<file path="src/verilog/rate_gen_map.svh">
// Contract
// - Divider is 8 bits after reset; wide select uses both divisor bytes.
// - One rate generator serves both asynchronous and clocked modes.
// - Divisor bytes set period of a free-running timer; each overflow ticks.
// - Asynchronous rate depends on high-speed select, wide select and divisor.
// - Clocked mode ignores high-speed select; wide select and divisor still apply.
// - Clocked mode: divisor rate drives serial clock only as master.
// - Writing either divisor byte clears the rate timer at once.
// - Rollover during auto-baud sets flag; only software clears it, writing zero.
// - Rate is clock/64(n+1), /16(n+1) high speed or wide, /4(n+1) clocked.
// - Clocked-mode select is bit 4 of transmit control; one means clocked.
// - Asynchronous high-speed select: one high-speed division, zero low-speed.
// - Clock source master select one in clocked mode: clock generated internally.
`ifndef RATE_GEN_MAP_SVH
`define RATE_GEN_MAP_SVH

// Register byte offsets
`define RG_OFS_CTRL      8'h00
`define RG_OFS_DIV_LO    8'h04
`define RG_OFS_DIV_HI    8'h08
`define RG_OFS_TXCTRL    8'h0c
`define RG_OFS_IRQ_STAT  8'h10
`define RG_OFS_IRQ_MASK  8'h14

// Rate generator control fields
`define RG_CTRL_ROLLOVER 7
`define RG_CTRL_RXIDLE   6
`define RG_CTRL_POLARITY 4
`define RG_CTRL_WIDE     3
`define RG_CTRL_WAKE     1
`define RG_CTRL_AUTOBAUD 0

// Transmit control fields
`define RG_TX_MASTER     7
`define RG_TX_CLOCKED    4
`define RG_TX_HISPEED    2

// Interrupt status and mask fields
`define RG_IRQ_WAKE      0
`define RG_IRQ_AB_DONE   1
`define RG_IRQ_ROLLOVER  2

// Reset values
`define RG_CTRL_RESET    8'h00
`define RG_DIV_RESET     8'h00
`define RG_TXCTRL_RESET  8'h00

// Prescale lengths minus one, per divide class
`define RG_PRE_LAST_64   6'd63
`define RG_PRE_LAST_16   6'd15
`define RG_PRE_LAST_4    6'd3

// Auto-baud measuring prescale: eight rate prescale periods per count, minus one
`define RG_AB_LAST_64    9'd511
`define RG_AB_LAST_16    9'd127
// Falling edges after the start bit in a 55h character
`define RG_AB_EDGES      3'd4

`endif

</file>
<file path="src/verilog/rate_gen_pkg.sv">
package rate_gen_pkg;

    typedef enum logic [1:0] {PRE_64, PRE_16, PRE_4} prescale_t;

    typedef enum {AB_IDLE, AB_WAIT_START, AB_MEASURE} autobaud_state_t;

    // Divide class from mode bits
    function automatic prescale_t prescale_of(input logic clocked, input logic wide,
                                              input logic hispeed);
        if (clocked)
            return PRE_4;
        else if (wide || hispeed)
            return PRE_16;
        else
            return PRE_64;
    endfunction

endpackage

</file>
<file path="src/verilog/regbus_if.sv">
`timescale 1ns/10ps
interface regbus_if;
    logic       wr_stb;
    logic [7:0] wr_addr;
    logic [7:0] wr_data;
    logic       wr_err;
    logic [7:0] rd_addr;
    logic [7:0] rd_data;
    logic       rd_err;

    modport slave (output wr_stb, wr_addr, wr_data, rd_addr,
                   input  wr_err, rd_data, rd_err);
    modport core  (input  wr_stb, wr_addr, wr_data, rd_addr,
                   output wr_err, rd_data, rd_err);
endinterface
</file>
<file path="src/verilog/baud_rate_generator.sv">
`timescale 1ns/10ps
`include "rate_gen_map.svh"
module baud_rate_generator
    import rate_gen_pkg::*;
(
    input  wire logic        clk_i,
    input  wire logic        resetn_i,
    input  wire logic [7:0]  s_axi_awaddr_i,
    input  wire logic        s_axi_awvalid_i,
    output logic             s_axi_awready_o,
    input  wire logic [31:0] s_axi_wdata_i,
    input  wire logic [3:0]  s_axi_wstrb_i,
    input  wire logic        s_axi_wvalid_i,
    output logic             s_axi_wready_o,
    output logic [1:0]       s_axi_bresp_o,
    output logic             s_axi_bvalid_o,
    input  wire logic        s_axi_bready_i,
    input  wire logic [7:0]  s_axi_araddr_i,
    input  wire logic        s_axi_arvalid_i,
    output logic             s_axi_arready_o,
    output logic [31:0]      s_axi_rdata_o,
    output logic [1:0]       s_axi_rresp_o,
    output logic             s_axi_rvalid_o,
    input  wire logic        s_axi_rready_i,
    input  wire logic        rx_i,
    input  wire logic        rx_active_i,
    output logic             rate_tick_o,
    output logic             clocked_mode_o,
    output logic             clock_master_o,
    output logic             high_speed_o,
    output logic             serial_clock_polarity_o,
    output logic             autobaud_busy_o,
    output logic             irq_o
);
    import rate_gen_pkg::*;

    regbus_if bus ();

    // Software-visible state
    logic            rollover_q;
    logic            polarity_q;
    logic            wide_q;
    logic            wake_en_q;
    logic            ab_en_q;
    logic [7:0]      div_lo_q;
    logic [7:0]      div_hi_q;
    logic            master_q;
    logic            clocked_q;
    logic            hispeed_q;
    logic [2:0]      irq_stat_q;
    logic [2:0]      irq_mask_q;

    // Receive line synchroniser
    logic            rx_meta_q;
    logic            rx_sync_q;
    logic            rx_prev_q;
    logic            rx_fall;
    logic            rx_rise;

    // Auto-baud measurement
    autobaud_state_t ab_state_q;
    logic [8:0]      ab_pre_q;
    logic [8:0]      ab_pre_last;
    logic [15:0]     ab_cnt_q;
    logic [2:0]      ab_edges_q;
    logic            ab_done;
    logic            ab_roll;
    logic [15:0]     ab_result;

    // Wake-on-edge
    logic            wake_armed_q;
    logic            wake_fall;
    logic            wake_clear;

    // Decode
    logic            wr_ctrl;
    logic            wr_lo;
    logic            wr_hi;
    logic            wr_tx;
    logic            wr_stat;
    logic            wr_mask;
    logic [2:0]      irq_set;
    prescale_t       prescale;
    logic            timer_clear;
    logic            timer_tick;

    function automatic logic map_hit(input logic [7:0] addr);
        case (addr)
            `RG_OFS_CTRL, `RG_OFS_DIV_LO, `RG_OFS_DIV_HI,
            `RG_OFS_TXCTRL, `RG_OFS_IRQ_STAT, `RG_OFS_IRQ_MASK:
                map_hit = 1'b1;
            default:
                map_hit = 1'b0;
        endcase
    endfunction

    function automatic logic wr_hit(input logic stb, input logic [7:0] addr,
                                    input logic [7:0] ofs);
        wr_hit = stb && (addr == ofs);
    endfunction

    rate_axil_slave u_slave (
        .clk_i           (clk_i),
        .resetn_i        (resetn_i),
        .s_axi_awaddr_i  (s_axi_awaddr_i),
        .s_axi_awvalid_i (s_axi_awvalid_i),
        .s_axi_awready_o (s_axi_awready_o),
        .s_axi_wdata_i   (s_axi_wdata_i),
        .s_axi_wstrb_i   (s_axi_wstrb_i),
        .s_axi_wvalid_i  (s_axi_wvalid_i),
        .s_axi_wready_o  (s_axi_wready_o),
        .s_axi_bresp_o   (s_axi_bresp_o),
        .s_axi_bvalid_o  (s_axi_bvalid_o),
        .s_axi_bready_i  (s_axi_bready_i),
        .s_axi_araddr_i  (s_axi_araddr_i),
        .s_axi_arvalid_i (s_axi_arvalid_i),
        .s_axi_arready_o (s_axi_arready_o),
        .s_axi_rdata_o   (s_axi_rdata_o),
        .s_axi_rresp_o   (s_axi_rresp_o),
        .s_axi_rvalid_o  (s_axi_rvalid_o),
        .s_axi_rready_i  (s_axi_rready_i),
        .bus             (bus.slave)
    );

    assign wr_ctrl = wr_hit(bus.wr_stb, bus.wr_addr, `RG_OFS_CTRL);
    assign wr_lo   = wr_hit(bus.wr_stb, bus.wr_addr, `RG_OFS_DIV_LO);
    assign wr_hi   = wr_hit(bus.wr_stb, bus.wr_addr, `RG_OFS_DIV_HI);
    assign wr_tx   = wr_hit(bus.wr_stb, bus.wr_addr, `RG_OFS_TXCTRL);
    assign wr_stat = wr_hit(bus.wr_stb, bus.wr_addr, `RG_OFS_IRQ_STAT);
    assign wr_mask = wr_hit(bus.wr_stb, bus.wr_addr, `RG_OFS_IRQ_MASK);
    assign bus.wr_err = !map_hit(bus.wr_addr);
    assign bus.rd_err = !map_hit(bus.rd_addr);

    // One generator for both modes; high speed ignored when clocked
    assign prescale = prescale_of(clocked_q, wide_q, hispeed_q);

    // Held cleared while auto-baud owns the divisor
    assign timer_clear = wr_lo || wr_hi || ab_done || (ab_state_q != AB_IDLE);

    rate_timer u_timer (
        .clk_i      (clk_i),
        .resetn_i   (resetn_i),
        .clear_i    (timer_clear),
        .wide_i     (wide_q),
        .prescale_i (prescale),
        .divisor_i  ({div_hi_q, div_lo_q}),
        .tick_o     (timer_tick)
    );

    // Clocked slave takes its clock from outside
    assign rate_tick_o             = timer_tick && (!clocked_q || master_q);
    assign clocked_mode_o          = clocked_q;
    assign clock_master_o          = clocked_q && master_q;
    assign high_speed_o            = hispeed_q;
    assign serial_clock_polarity_o = polarity_q;
    assign autobaud_busy_o         = ab_state_q != AB_IDLE;

    always_ff @(posedge clk_i or negedge resetn_i)
    begin
        if (!resetn_i)
        begin
            rx_meta_q <= 1'b1;
            rx_sync_q <= 1'b1;
            rx_prev_q <= 1'b1;
        end
        else
        begin
            rx_meta_q <= rx_i;
            rx_sync_q <= rx_meta_q;
            rx_prev_q <= rx_sync_q;
        end
    end

    assign rx_fall = rx_prev_q && !rx_sync_q;
    assign rx_rise = !rx_prev_q && rx_sync_q;

    // Auto-baud: count eight bit times from start edge to fifth falling edge
    assign ab_pre_last = (prescale == PRE_64) ? `RG_AB_LAST_64 : `RG_AB_LAST_16;
    // Edges counted before this one, so the last edge is one short of the total
    assign ab_done     = (ab_state_q == AB_MEASURE) && rx_fall
                         && (ab_edges_q == `RG_AB_EDGES - 3'd1);
    assign ab_roll     = (ab_state_q == AB_MEASURE) && (ab_pre_q == ab_pre_last)
                         && (ab_cnt_q == 16'hffff);
    assign ab_result   = ab_cnt_q - 16'h0001;

    always_ff @(posedge clk_i or negedge resetn_i)
    begin
        if (!resetn_i)
        begin
            ab_state_q <= AB_IDLE;
            ab_pre_q   <= 9'h000;
            ab_cnt_q   <= 16'h0000;
            ab_edges_q <= 3'h0;
        end
        else
        begin
            case (ab_state_q)
                AB_IDLE:
                    if (ab_en_q && !clocked_q)
                        ab_state_q <= AB_WAIT_START;
                AB_WAIT_START:
                    if (!ab_en_q || clocked_q)
                        ab_state_q <= AB_IDLE;
                    else if (rx_fall)
                    begin
                        ab_state_q <= AB_MEASURE;
                        ab_pre_q   <= 9'h000;
                        ab_cnt_q   <= 16'h0000;
                        ab_edges_q <= 3'h0;
                    end
                AB_MEASURE:
                    if (!ab_en_q || clocked_q || ab_done)
                        ab_state_q <= AB_IDLE;
                    else
                    begin
                        if (rx_fall)
                            ab_edges_q <= ab_edges_q + 3'h1;
                        if (ab_pre_q == ab_pre_last)
                        begin
                            ab_pre_q <= 9'h000;
                            ab_cnt_q <= ab_cnt_q + 16'h0001;
                        end
                        else
                            ab_pre_q <= ab_pre_q + 9'h001;
                    end
                default:
                    ab_state_q <= AB_IDLE;
            endcase
        end
    end

    // Wake-on-edge, asynchronous mode only
    assign wake_fall  = wake_en_q && !clocked_q && rx_fall;
    assign wake_clear = wake_armed_q && rx_rise;

    always_ff @(posedge clk_i or negedge resetn_i)
    begin
        if (!resetn_i)
            wake_armed_q <= 1'b0;
        else if (!wake_en_q || clocked_q || wake_clear)
            wake_armed_q <= 1'b0;
        else if (wake_fall)
            wake_armed_q <= 1'b1;
    end

    // Control register; hardware set of rollover wins over software clear
    always_ff @(posedge clk_i or negedge resetn_i)
    begin
        if (!resetn_i)
        begin
            rollover_q <= 1'(`RG_CTRL_RESET >> `RG_CTRL_ROLLOVER);
            polarity_q <= 1'b0;
            wide_q     <= 1'b0;
            wake_en_q  <= 1'b0;
            ab_en_q    <= 1'b0;
        end
        else
        begin
            if (ab_roll)
                rollover_q <= 1'b1;
            else if (wr_ctrl && !bus.wr_data[`RG_CTRL_ROLLOVER])
                rollover_q <= 1'b0;
            if (wr_ctrl)
            begin
                polarity_q <= bus.wr_data[`RG_CTRL_POLARITY];
                wide_q     <= bus.wr_data[`RG_CTRL_WIDE];
            end
            if (wr_ctrl)
                wake_en_q <= bus.wr_data[`RG_CTRL_WAKE];
            else if (wake_clear)
                wake_en_q <= 1'b0;
            if (wr_ctrl)
                ab_en_q <= bus.wr_data[`RG_CTRL_AUTOBAUD];
            else if (ab_done)
                ab_en_q <= 1'b0;
        end
    end

    // Divisor bytes, loaded by software or by a finished measurement
    always_ff @(posedge clk_i or negedge resetn_i)
    begin
        if (!resetn_i)
        begin
            div_lo_q <= `RG_DIV_RESET;
            div_hi_q <= `RG_DIV_RESET;
        end
        else if (ab_done)
        begin
            div_lo_q <= ab_result[7:0];
            if (wide_q)
                div_hi_q <= ab_result[15:8];
        end
        else
        begin
            if (wr_lo)
                div_lo_q <= bus.wr_data;
            if (wr_hi)
                div_hi_q <= bus.wr_data;
        end
    end

    always_ff @(posedge clk_i or negedge resetn_i)
    begin
        if (!resetn_i)
        begin
            master_q  <= 1'b0;
            clocked_q <= 1'b0;
            hispeed_q <= 1'b0;
        end
        else if (wr_tx)
        begin
            master_q  <= bus.wr_data[`RG_TX_MASTER];
            clocked_q <= bus.wr_data[`RG_TX_CLOCKED];
            hispeed_q <= bus.wr_data[`RG_TX_HISPEED];
        end
    end

    // Sticky interrupt status; a new event beats a write-one clear
    assign irq_set[`RG_IRQ_WAKE]     = wake_fall;
    assign irq_set[`RG_IRQ_AB_DONE]  = ab_done;
    assign irq_set[`RG_IRQ_ROLLOVER] = ab_roll;

    always_ff @(posedge clk_i or negedge resetn_i)
    begin
        if (!resetn_i)
        begin
            irq_stat_q <= 3'h0;
            irq_mask_q <= 3'h0;
        end
        else
        begin
            if (wr_stat)
                irq_stat_q <= (irq_stat_q & ~bus.wr_data[2:0]) | irq_set;
            else
                irq_stat_q <= irq_stat_q | irq_set;
            if (wr_mask)
                irq_mask_q <= bus.wr_data[2:0];
        end
    end

    assign irq_o = |(irq_stat_q & irq_mask_q);

    always_comb
    begin
        case (bus.rd_addr)
            `RG_OFS_CTRL:
                bus.rd_data = {rollover_q, !rx_active_i && (ab_state_q == AB_IDLE),
                               1'b0, polarity_q, wide_q, 1'b0, wake_en_q, ab_en_q};
            `RG_OFS_DIV_LO:   bus.rd_data = div_lo_q;
            `RG_OFS_DIV_HI:   bus.rd_data = div_hi_q;
            `RG_OFS_TXCTRL:
                bus.rd_data = {master_q, 2'b00, clocked_q, 1'b0, hispeed_q, 2'b00};
            `RG_OFS_IRQ_STAT: bus.rd_data = {5'h00, irq_stat_q};
            `RG_OFS_IRQ_MASK: bus.rd_data = {5'h00, irq_mask_q};
            default:          bus.rd_data = 8'h00;
        endcase
    end
endmodule

</file>
<file path="src/verilog/rate_axil_slave.sv">
`timescale 1ns/10ps
module rate_axil_slave
(
    input  wire logic       clk_i,
    input  wire logic       resetn_i,
    input  wire logic [7:0] s_axi_awaddr_i,
    input  wire logic       s_axi_awvalid_i,
    output logic            s_axi_awready_o,
    input  wire logic [31:0] s_axi_wdata_i,
    input  wire logic [3:0] s_axi_wstrb_i,
    input  wire logic       s_axi_wvalid_i,
    output logic            s_axi_wready_o,
    output logic [1:0]      s_axi_bresp_o,
    output logic            s_axi_bvalid_o,
    input  wire logic       s_axi_bready_i,
    input  wire logic [7:0] s_axi_araddr_i,
    input  wire logic       s_axi_arvalid_i,
    output logic            s_axi_arready_o,
    output logic [31:0]     s_axi_rdata_o,
    output logic [1:0]      s_axi_rresp_o,
    output logic            s_axi_rvalid_o,
    input  wire logic       s_axi_rready_i,
    regbus_if.slave         bus
);
    logic       aw_full_q;
    logic [7:0] aw_addr_q;
    logic       w_full_q;
    logic [7:0] w_data_q;
    logic       w_lane0_q;
    logic       do_wr;

    assign s_axi_awready_o = !aw_full_q && !s_axi_bvalid_o;
    assign s_axi_wready_o  = !w_full_q && !s_axi_bvalid_o;
    assign s_axi_arready_o = !s_axi_rvalid_o;
    assign do_wr           = aw_full_q && w_full_q && !s_axi_bvalid_o;
    assign bus.wr_stb      = do_wr && w_lane0_q;
    assign bus.wr_addr     = aw_addr_q;
    assign bus.wr_data     = w_data_q;
    assign bus.rd_addr     = s_axi_araddr_i;

    // Address and data accepted in either order
    always_ff @(posedge clk_i or negedge resetn_i)
    begin
        if (!resetn_i)
        begin
            aw_full_q <= 1'b0;
            aw_addr_q <= 8'h00;
            w_full_q  <= 1'b0;
            w_data_q  <= 8'h00;
            w_lane0_q <= 1'b0;
        end
        else if (do_wr)
        begin
            aw_full_q <= 1'b0;
            w_full_q  <= 1'b0;
        end
        else
        begin
            if (s_axi_awvalid_i && s_axi_awready_o)
            begin
                aw_full_q <= 1'b1;
                aw_addr_q <= {s_axi_awaddr_i[7:2], 2'b00};
            end
            if (s_axi_wvalid_i && s_axi_wready_o)
            begin
                w_full_q  <= 1'b1;
                w_data_q  <= s_axi_wdata_i[7:0];
                w_lane0_q <= s_axi_wstrb_i[0];
            end
        end
    end

    always_ff @(posedge clk_i or negedge resetn_i)
    begin
        if (!resetn_i)
        begin
            s_axi_bvalid_o <= 1'b0;
            s_axi_bresp_o  <= 2'b00;
        end
        else if (do_wr)
        begin
            s_axi_bvalid_o <= 1'b1;
            s_axi_bresp_o  <= bus.wr_err ? 2'b10 : 2'b00;
        end
        else if (s_axi_bready_i)
            s_axi_bvalid_o <= 1'b0;
    end

    always_ff @(posedge clk_i or negedge resetn_i)
    begin
        if (!resetn_i)
        begin
            s_axi_rvalid_o <= 1'b0;
            s_axi_rdata_o  <= 32'h0000_0000;
            s_axi_rresp_o  <= 2'b00;
        end
        else if (s_axi_arvalid_i && s_axi_arready_o)
        begin
            s_axi_rvalid_o <= 1'b1;
            s_axi_rdata_o  <= {24'h00_0000, bus.rd_data};
            s_axi_rresp_o  <= bus.rd_err ? 2'b10 : 2'b00;
        end
        else if (s_axi_rready_i)
            s_axi_rvalid_o <= 1'b0;
    end
endmodule

</file>
<file path="src/verilog/rate_timer.sv">
`timescale 1ns/10ps
`include "rate_gen_map.svh"
module rate_timer
    import rate_gen_pkg::*;
(
    input  wire logic                    clk_i,
    input  wire logic                    resetn_i,
    input  wire logic                    clear_i,
    input  wire logic                    wide_i,
    input  wire rate_gen_pkg::prescale_t prescale_i,
    input  wire logic [15:0]             divisor_i,
    output logic                         tick_o
);
    import rate_gen_pkg::*;

    logic [5:0]  pre_q;
    logic [5:0]  pre_last;
    logic [15:0] cnt_q;
    logic [15:0] top;

    always_comb
    begin
        case (prescale_i)
            PRE_64:  pre_last = `RG_PRE_LAST_64;
            PRE_16:  pre_last = `RG_PRE_LAST_16;
            PRE_4:   pre_last = `RG_PRE_LAST_4;
            default: pre_last = `RG_PRE_LAST_64;
        endcase
    end

    // High byte ignored in 8-bit mode
    assign top = wide_i ? divisor_i : {8'h00, divisor_i[7:0]};

    // Period is prescale times (n+1), free running
    always_ff @(posedge clk_i or negedge resetn_i)
    begin
        if (!resetn_i)
        begin
            pre_q  <= 6'h00;
            cnt_q  <= 16'h0000;
            tick_o <= 1'b0;
        end
        else if (clear_i)
        begin
            pre_q  <= 6'h00;
            cnt_q  <= 16'h0000;
            tick_o <= 1'b0;
        end
        else
        begin
            tick_o <= 1'b0;
            if (pre_q >= pre_last)
            begin
                pre_q <= 6'h00;
                if (cnt_q >= top)
                begin
                    cnt_q  <= 16'h0000;
                    tick_o <= 1'b1;
                end
                else
                    cnt_q <= cnt_q + 16'h0001;
            end
            else
                pre_q <= pre_q + 6'h01;
        end
    end
endmodule

</file>
<file path="config.mk">
export PLATFORM = sky130hd
export DESIGN_NAME = baud_rate_generator
export DESIGN_NICKNAME = d
export VERILOG_FILES = /design/src/verilog/rate_gen_pkg.sv /design/src/verilog/regbus_if.sv /design/src/verilog/baud_rate_generator.sv /design/src/verilog/rate_axil_slave.sv /design/src/verilog/rate_timer.sv
export VERILOG_INCLUDE_DIRS = /design/src /design/src/verilog
export SDC_FILE = /design/constraint.sdc
export NUM_CORES = 1
export LEC_CHECK = 0
export ABC_AREA = 1
export BUFFER_PORTS_ARGS = -buffer_cell sky130_fd_sc_hd__buf_2
export CAP_MARGIN = 20
export CORE_AREA = 8 8 145 147
export CTS_CLUSTER_SIZE = 40
export DETAILED_ROUTE_END_ITERATION = 16
export DIE_AREA = 0 0 153 155
export SLEW_MARGIN = 30
export SYNTH_ARGS = -nofsm -noshare
export SYNTH_HDL_FRONTEND = slang
export SYNTH_SLANG_ARGS = --single-unit
</file>
<file path="constraint.sdc">
create_clock -name clk_i -period 4.1 [get_ports clk_i]
set_input_delay 1.025 -clock clk_i [delete_from_list [all_inputs] [get_ports clk_i]]
set_output_delay 1.025 -clock clk_i [all_outputs]
set_load 0.01 [all_outputs]
</file>
==> flow_summary.toml <==
[global_routing]
grt_pass1_vias = 5640
grt_max_degree = 64
grt.total_usage_pct = 14.9
grt_pass1_wl_mm = 28.6
grt_overflow = 0
grt_antenna_before_repair = 0

[floorplanning]
row_count = 51
initial_core_util_pct = 36.7
die_h_um = 155
die_w_um = 153
io_pins = 109
die_area_mm2 = 0.0237
coreArea_mm2 = 0.0190

[power_and_ir_drop]
leakage_uw = 0.00398
p_total_uw = 4100
ir_drop_v = 0.000207
p_per_area_mw_per_mm2 = 518

[sta]
whs_ns = 0.354
worst_clock_skew_ns = 0.00495
rsz0062_at_grt = "false"
setup_tns_ns = 0
finalSetupViolCount = 0
timing.final.crit_period_ns = 2.78
slew_headroom_pct = 45.7
slew_viol_final = 0
fmax_ghz = 0.360
hold_viol = 0
worstMarginPinSlew_ns = 0.814
finalCritPeriodShare_pct = 67.7

[route]
met2_length_mm = 7.65
routed.top_layer = "met4"
first_iter_violations = 506
drc = 0
wl_met1_mm = 8.13
num_vias = 5840
drt-wirelength-per-cell_um = 13.9
first_pass_iters = 5
wl_met3_um = 787
vias_per_cell = 4.80
ant_nets = 0
routed_wl_mm = 17.0

[synth]
ys_warn_count = 0
synth_top_area_share_pct = 40.7
synthCells = 910
yosysMostFrequentCell = "nand2_1"
synth-seq-area-share_pct = 41.8
synth_area_mm2 = 0.00695
synth_edf_count = 0
yosys-top-cells-area = "dfrtp_1 41%, nand2_1 12%, nand3_1 5.9%, inv_1 5.8%, nor2_1 5.2%"
yosys.area.top_type = "dfrtp_1"
synth_area_per_cell_um2 = 7.64
synth_flop_cell = "dfrtp_1"
synth_seq_cells = 116
synthTopCellsByCount = "219 x nand2_1, 113 x dfrtp_1, 107 x inv_1, 96 x nor2_1, 82 x nand3_1"
synth_cell_types = 46
synthArstFlopShare_pct = 100

[setup_path]
start_kind = "flip-flop"
crit_type = "flip-flop to flip-flop"
cp-end-kind = "flip-flop"
slowest_delay_ns = 0.54
path_common_cell = "nand2_1"
r2r_start = "clocked_mode_o"
slowest_stage = "dfrtp_1"
cp-startpoint = "clocked_mode_o"
arrival_ns = 3.12
crit_fanout = 27
crit_required_ns = 4.44
cp_cell_sequence = "inv_1, nand3_1, ha_1, nand2_1, inv_1, nand2_1, nand2_1, nor2_1, nand4_4, inv_2, o21ai_0, a21oi_1"

[clocking]
h-tree-depth = 4
postCtsSetupRepairBufs = 0
numCtsBuffers = 17
cts_hold_buf = 0
clkTransAtPathRegs_ns = 0.06
cts_root_buffer = "clkbuf_16"
cts_sinks = 116
clock_latency_ns = 0.42
cts_buffer_depth = 2
cts_resized = 0
tritoncts = "done"

[placement]
io_buffers = 53
placedInstanceArea_mm2 = 0.00733
gp_congestion = 0.876
hpwl_mm = 12.8

[status]
status = "finished clean"

[cells_and_area]
final_area_mm2 = 0.00792
area_delta_synth_final_pct = 13.9
antenna_cells = 0
nets = 1054
drive_gt1_share_pct = 12.8

[hold_path]
min-delay-start = "rx_meta_q"
min_path_type = "flip-flop to flip-flop"

[job]
cap_violations = 0
worst paths after layout:
kind | endpoint | cells past startpoint | slack (ns)
max | u_timer.pre_q[3] | 12 | 1.32
min | rx_sync_q | 0 | 0.35
max reg2reg | u_timer.pre_q[3] | 12 | 1.32
min reg2reg | rx_sync_q | 0 | 0.35
max in group asynchronous | u_timer.pre_q[2] | 2 | 2.65
min in group asynchronous | u_slave.s_axi_rvalid_o | 1 | 0.70
state kept, by name (all words and copies together) (netlist names), 2 cells and up:
name	flops
u_timer.pre_q	6
ab_cnt_q	16
u_slave.bus.wr_addr	6
irq_mask_q	3
u_timer.cnt_q	16
div_lo_q	8
ab_state_q	2
u_slave.bus.wr_data	8
u_slave.s_axi_rdata_o	8
div_hi_q	8
irq_stat_q	3
ab_pre_q	9
ab_edges_q	3
report_power, final:
part           internal, uW  total (uW)  switching [uW]
clock                   979        1510             533
combinational           341        1000             663
sequential             1380        1590             207
through the flow:
step                      utilization, %  setup WS, ns  instances
after floorplan                        -          2.00        935
after global placement              38.7          1.35       1185
after detailed placement            38.7          1.33       1185
after CTS                           41.8          1.31       1217
after global routing                41.8          1.03       1217
final                               41.8          1.32       1217
placed cells by master, fill, tap and decap left out, drive strengths merged, types with 3 or more instances in the layout:
cell / Yosys / layout
xor2: 19 / 19
clkbuf: 6 / 21
bufinv: 0 / 3
nand4: 16 / 16
clkinv: 0 / 7
a21oi: 30 / 30
mux2: 8 / 8
o211ai: 3 / 3
nand2: 225 / 225
nor2: 99 / 99
dfstp: 3 / 3
nand3: 84 / 84
conb: 1 / 26
inv: 115 / 115
nor3: 23 / 23
dfrtp: 113 / 113
buf: 37 / 55
o21ai: 74 / 74
o221ai: 4 / 4
a31oi: 7 / 7
ha: 27 / 27
critical path, delay by kind of cell, from the launching register on:
family	cells	cell delay, ns
flops	1	0.54
fa+ha+maj	1	0.38
buf+inv	3	0.43
simple gates	6	1.11
compound gates	2	0.22
final cells by class:
cell class | count | area [um2]
inverter | 115 | 437
clock buffer | 21 | 460
tap | 238 | 298
sequential | 116 | 2910
timing repair buffer | 55 | 295
multi-input combinational | 661 | 3390
fill | 1924 | 11000
clock inverter | 11 | 133
cells by family (layout without fill, tap and decap cells):
kind of cell               after synthesis  in the layout  share of synthesized area [%]
AOI/OAI and AO/OA                      129            129                           10.5
xor gates and xnor gates                19             19                           2.39
adders and majority gates               27             27                           4.86
buffers and inverters                  158            202                           10.7
DFF                                    116            116                           41.8
muxes                                    8              8                           1.30
other                                    1             26                         0.0539
and+or+nand+nor                        452            452                           28.4
layer usage:
layer  GRT usage (%)  vias up
met4            6.50        0
met3            3.52       25
met5               0        -
met1            19.2     2666
li1                -     3037
met2            23.5      112
(Power assumes the default switching activity.)
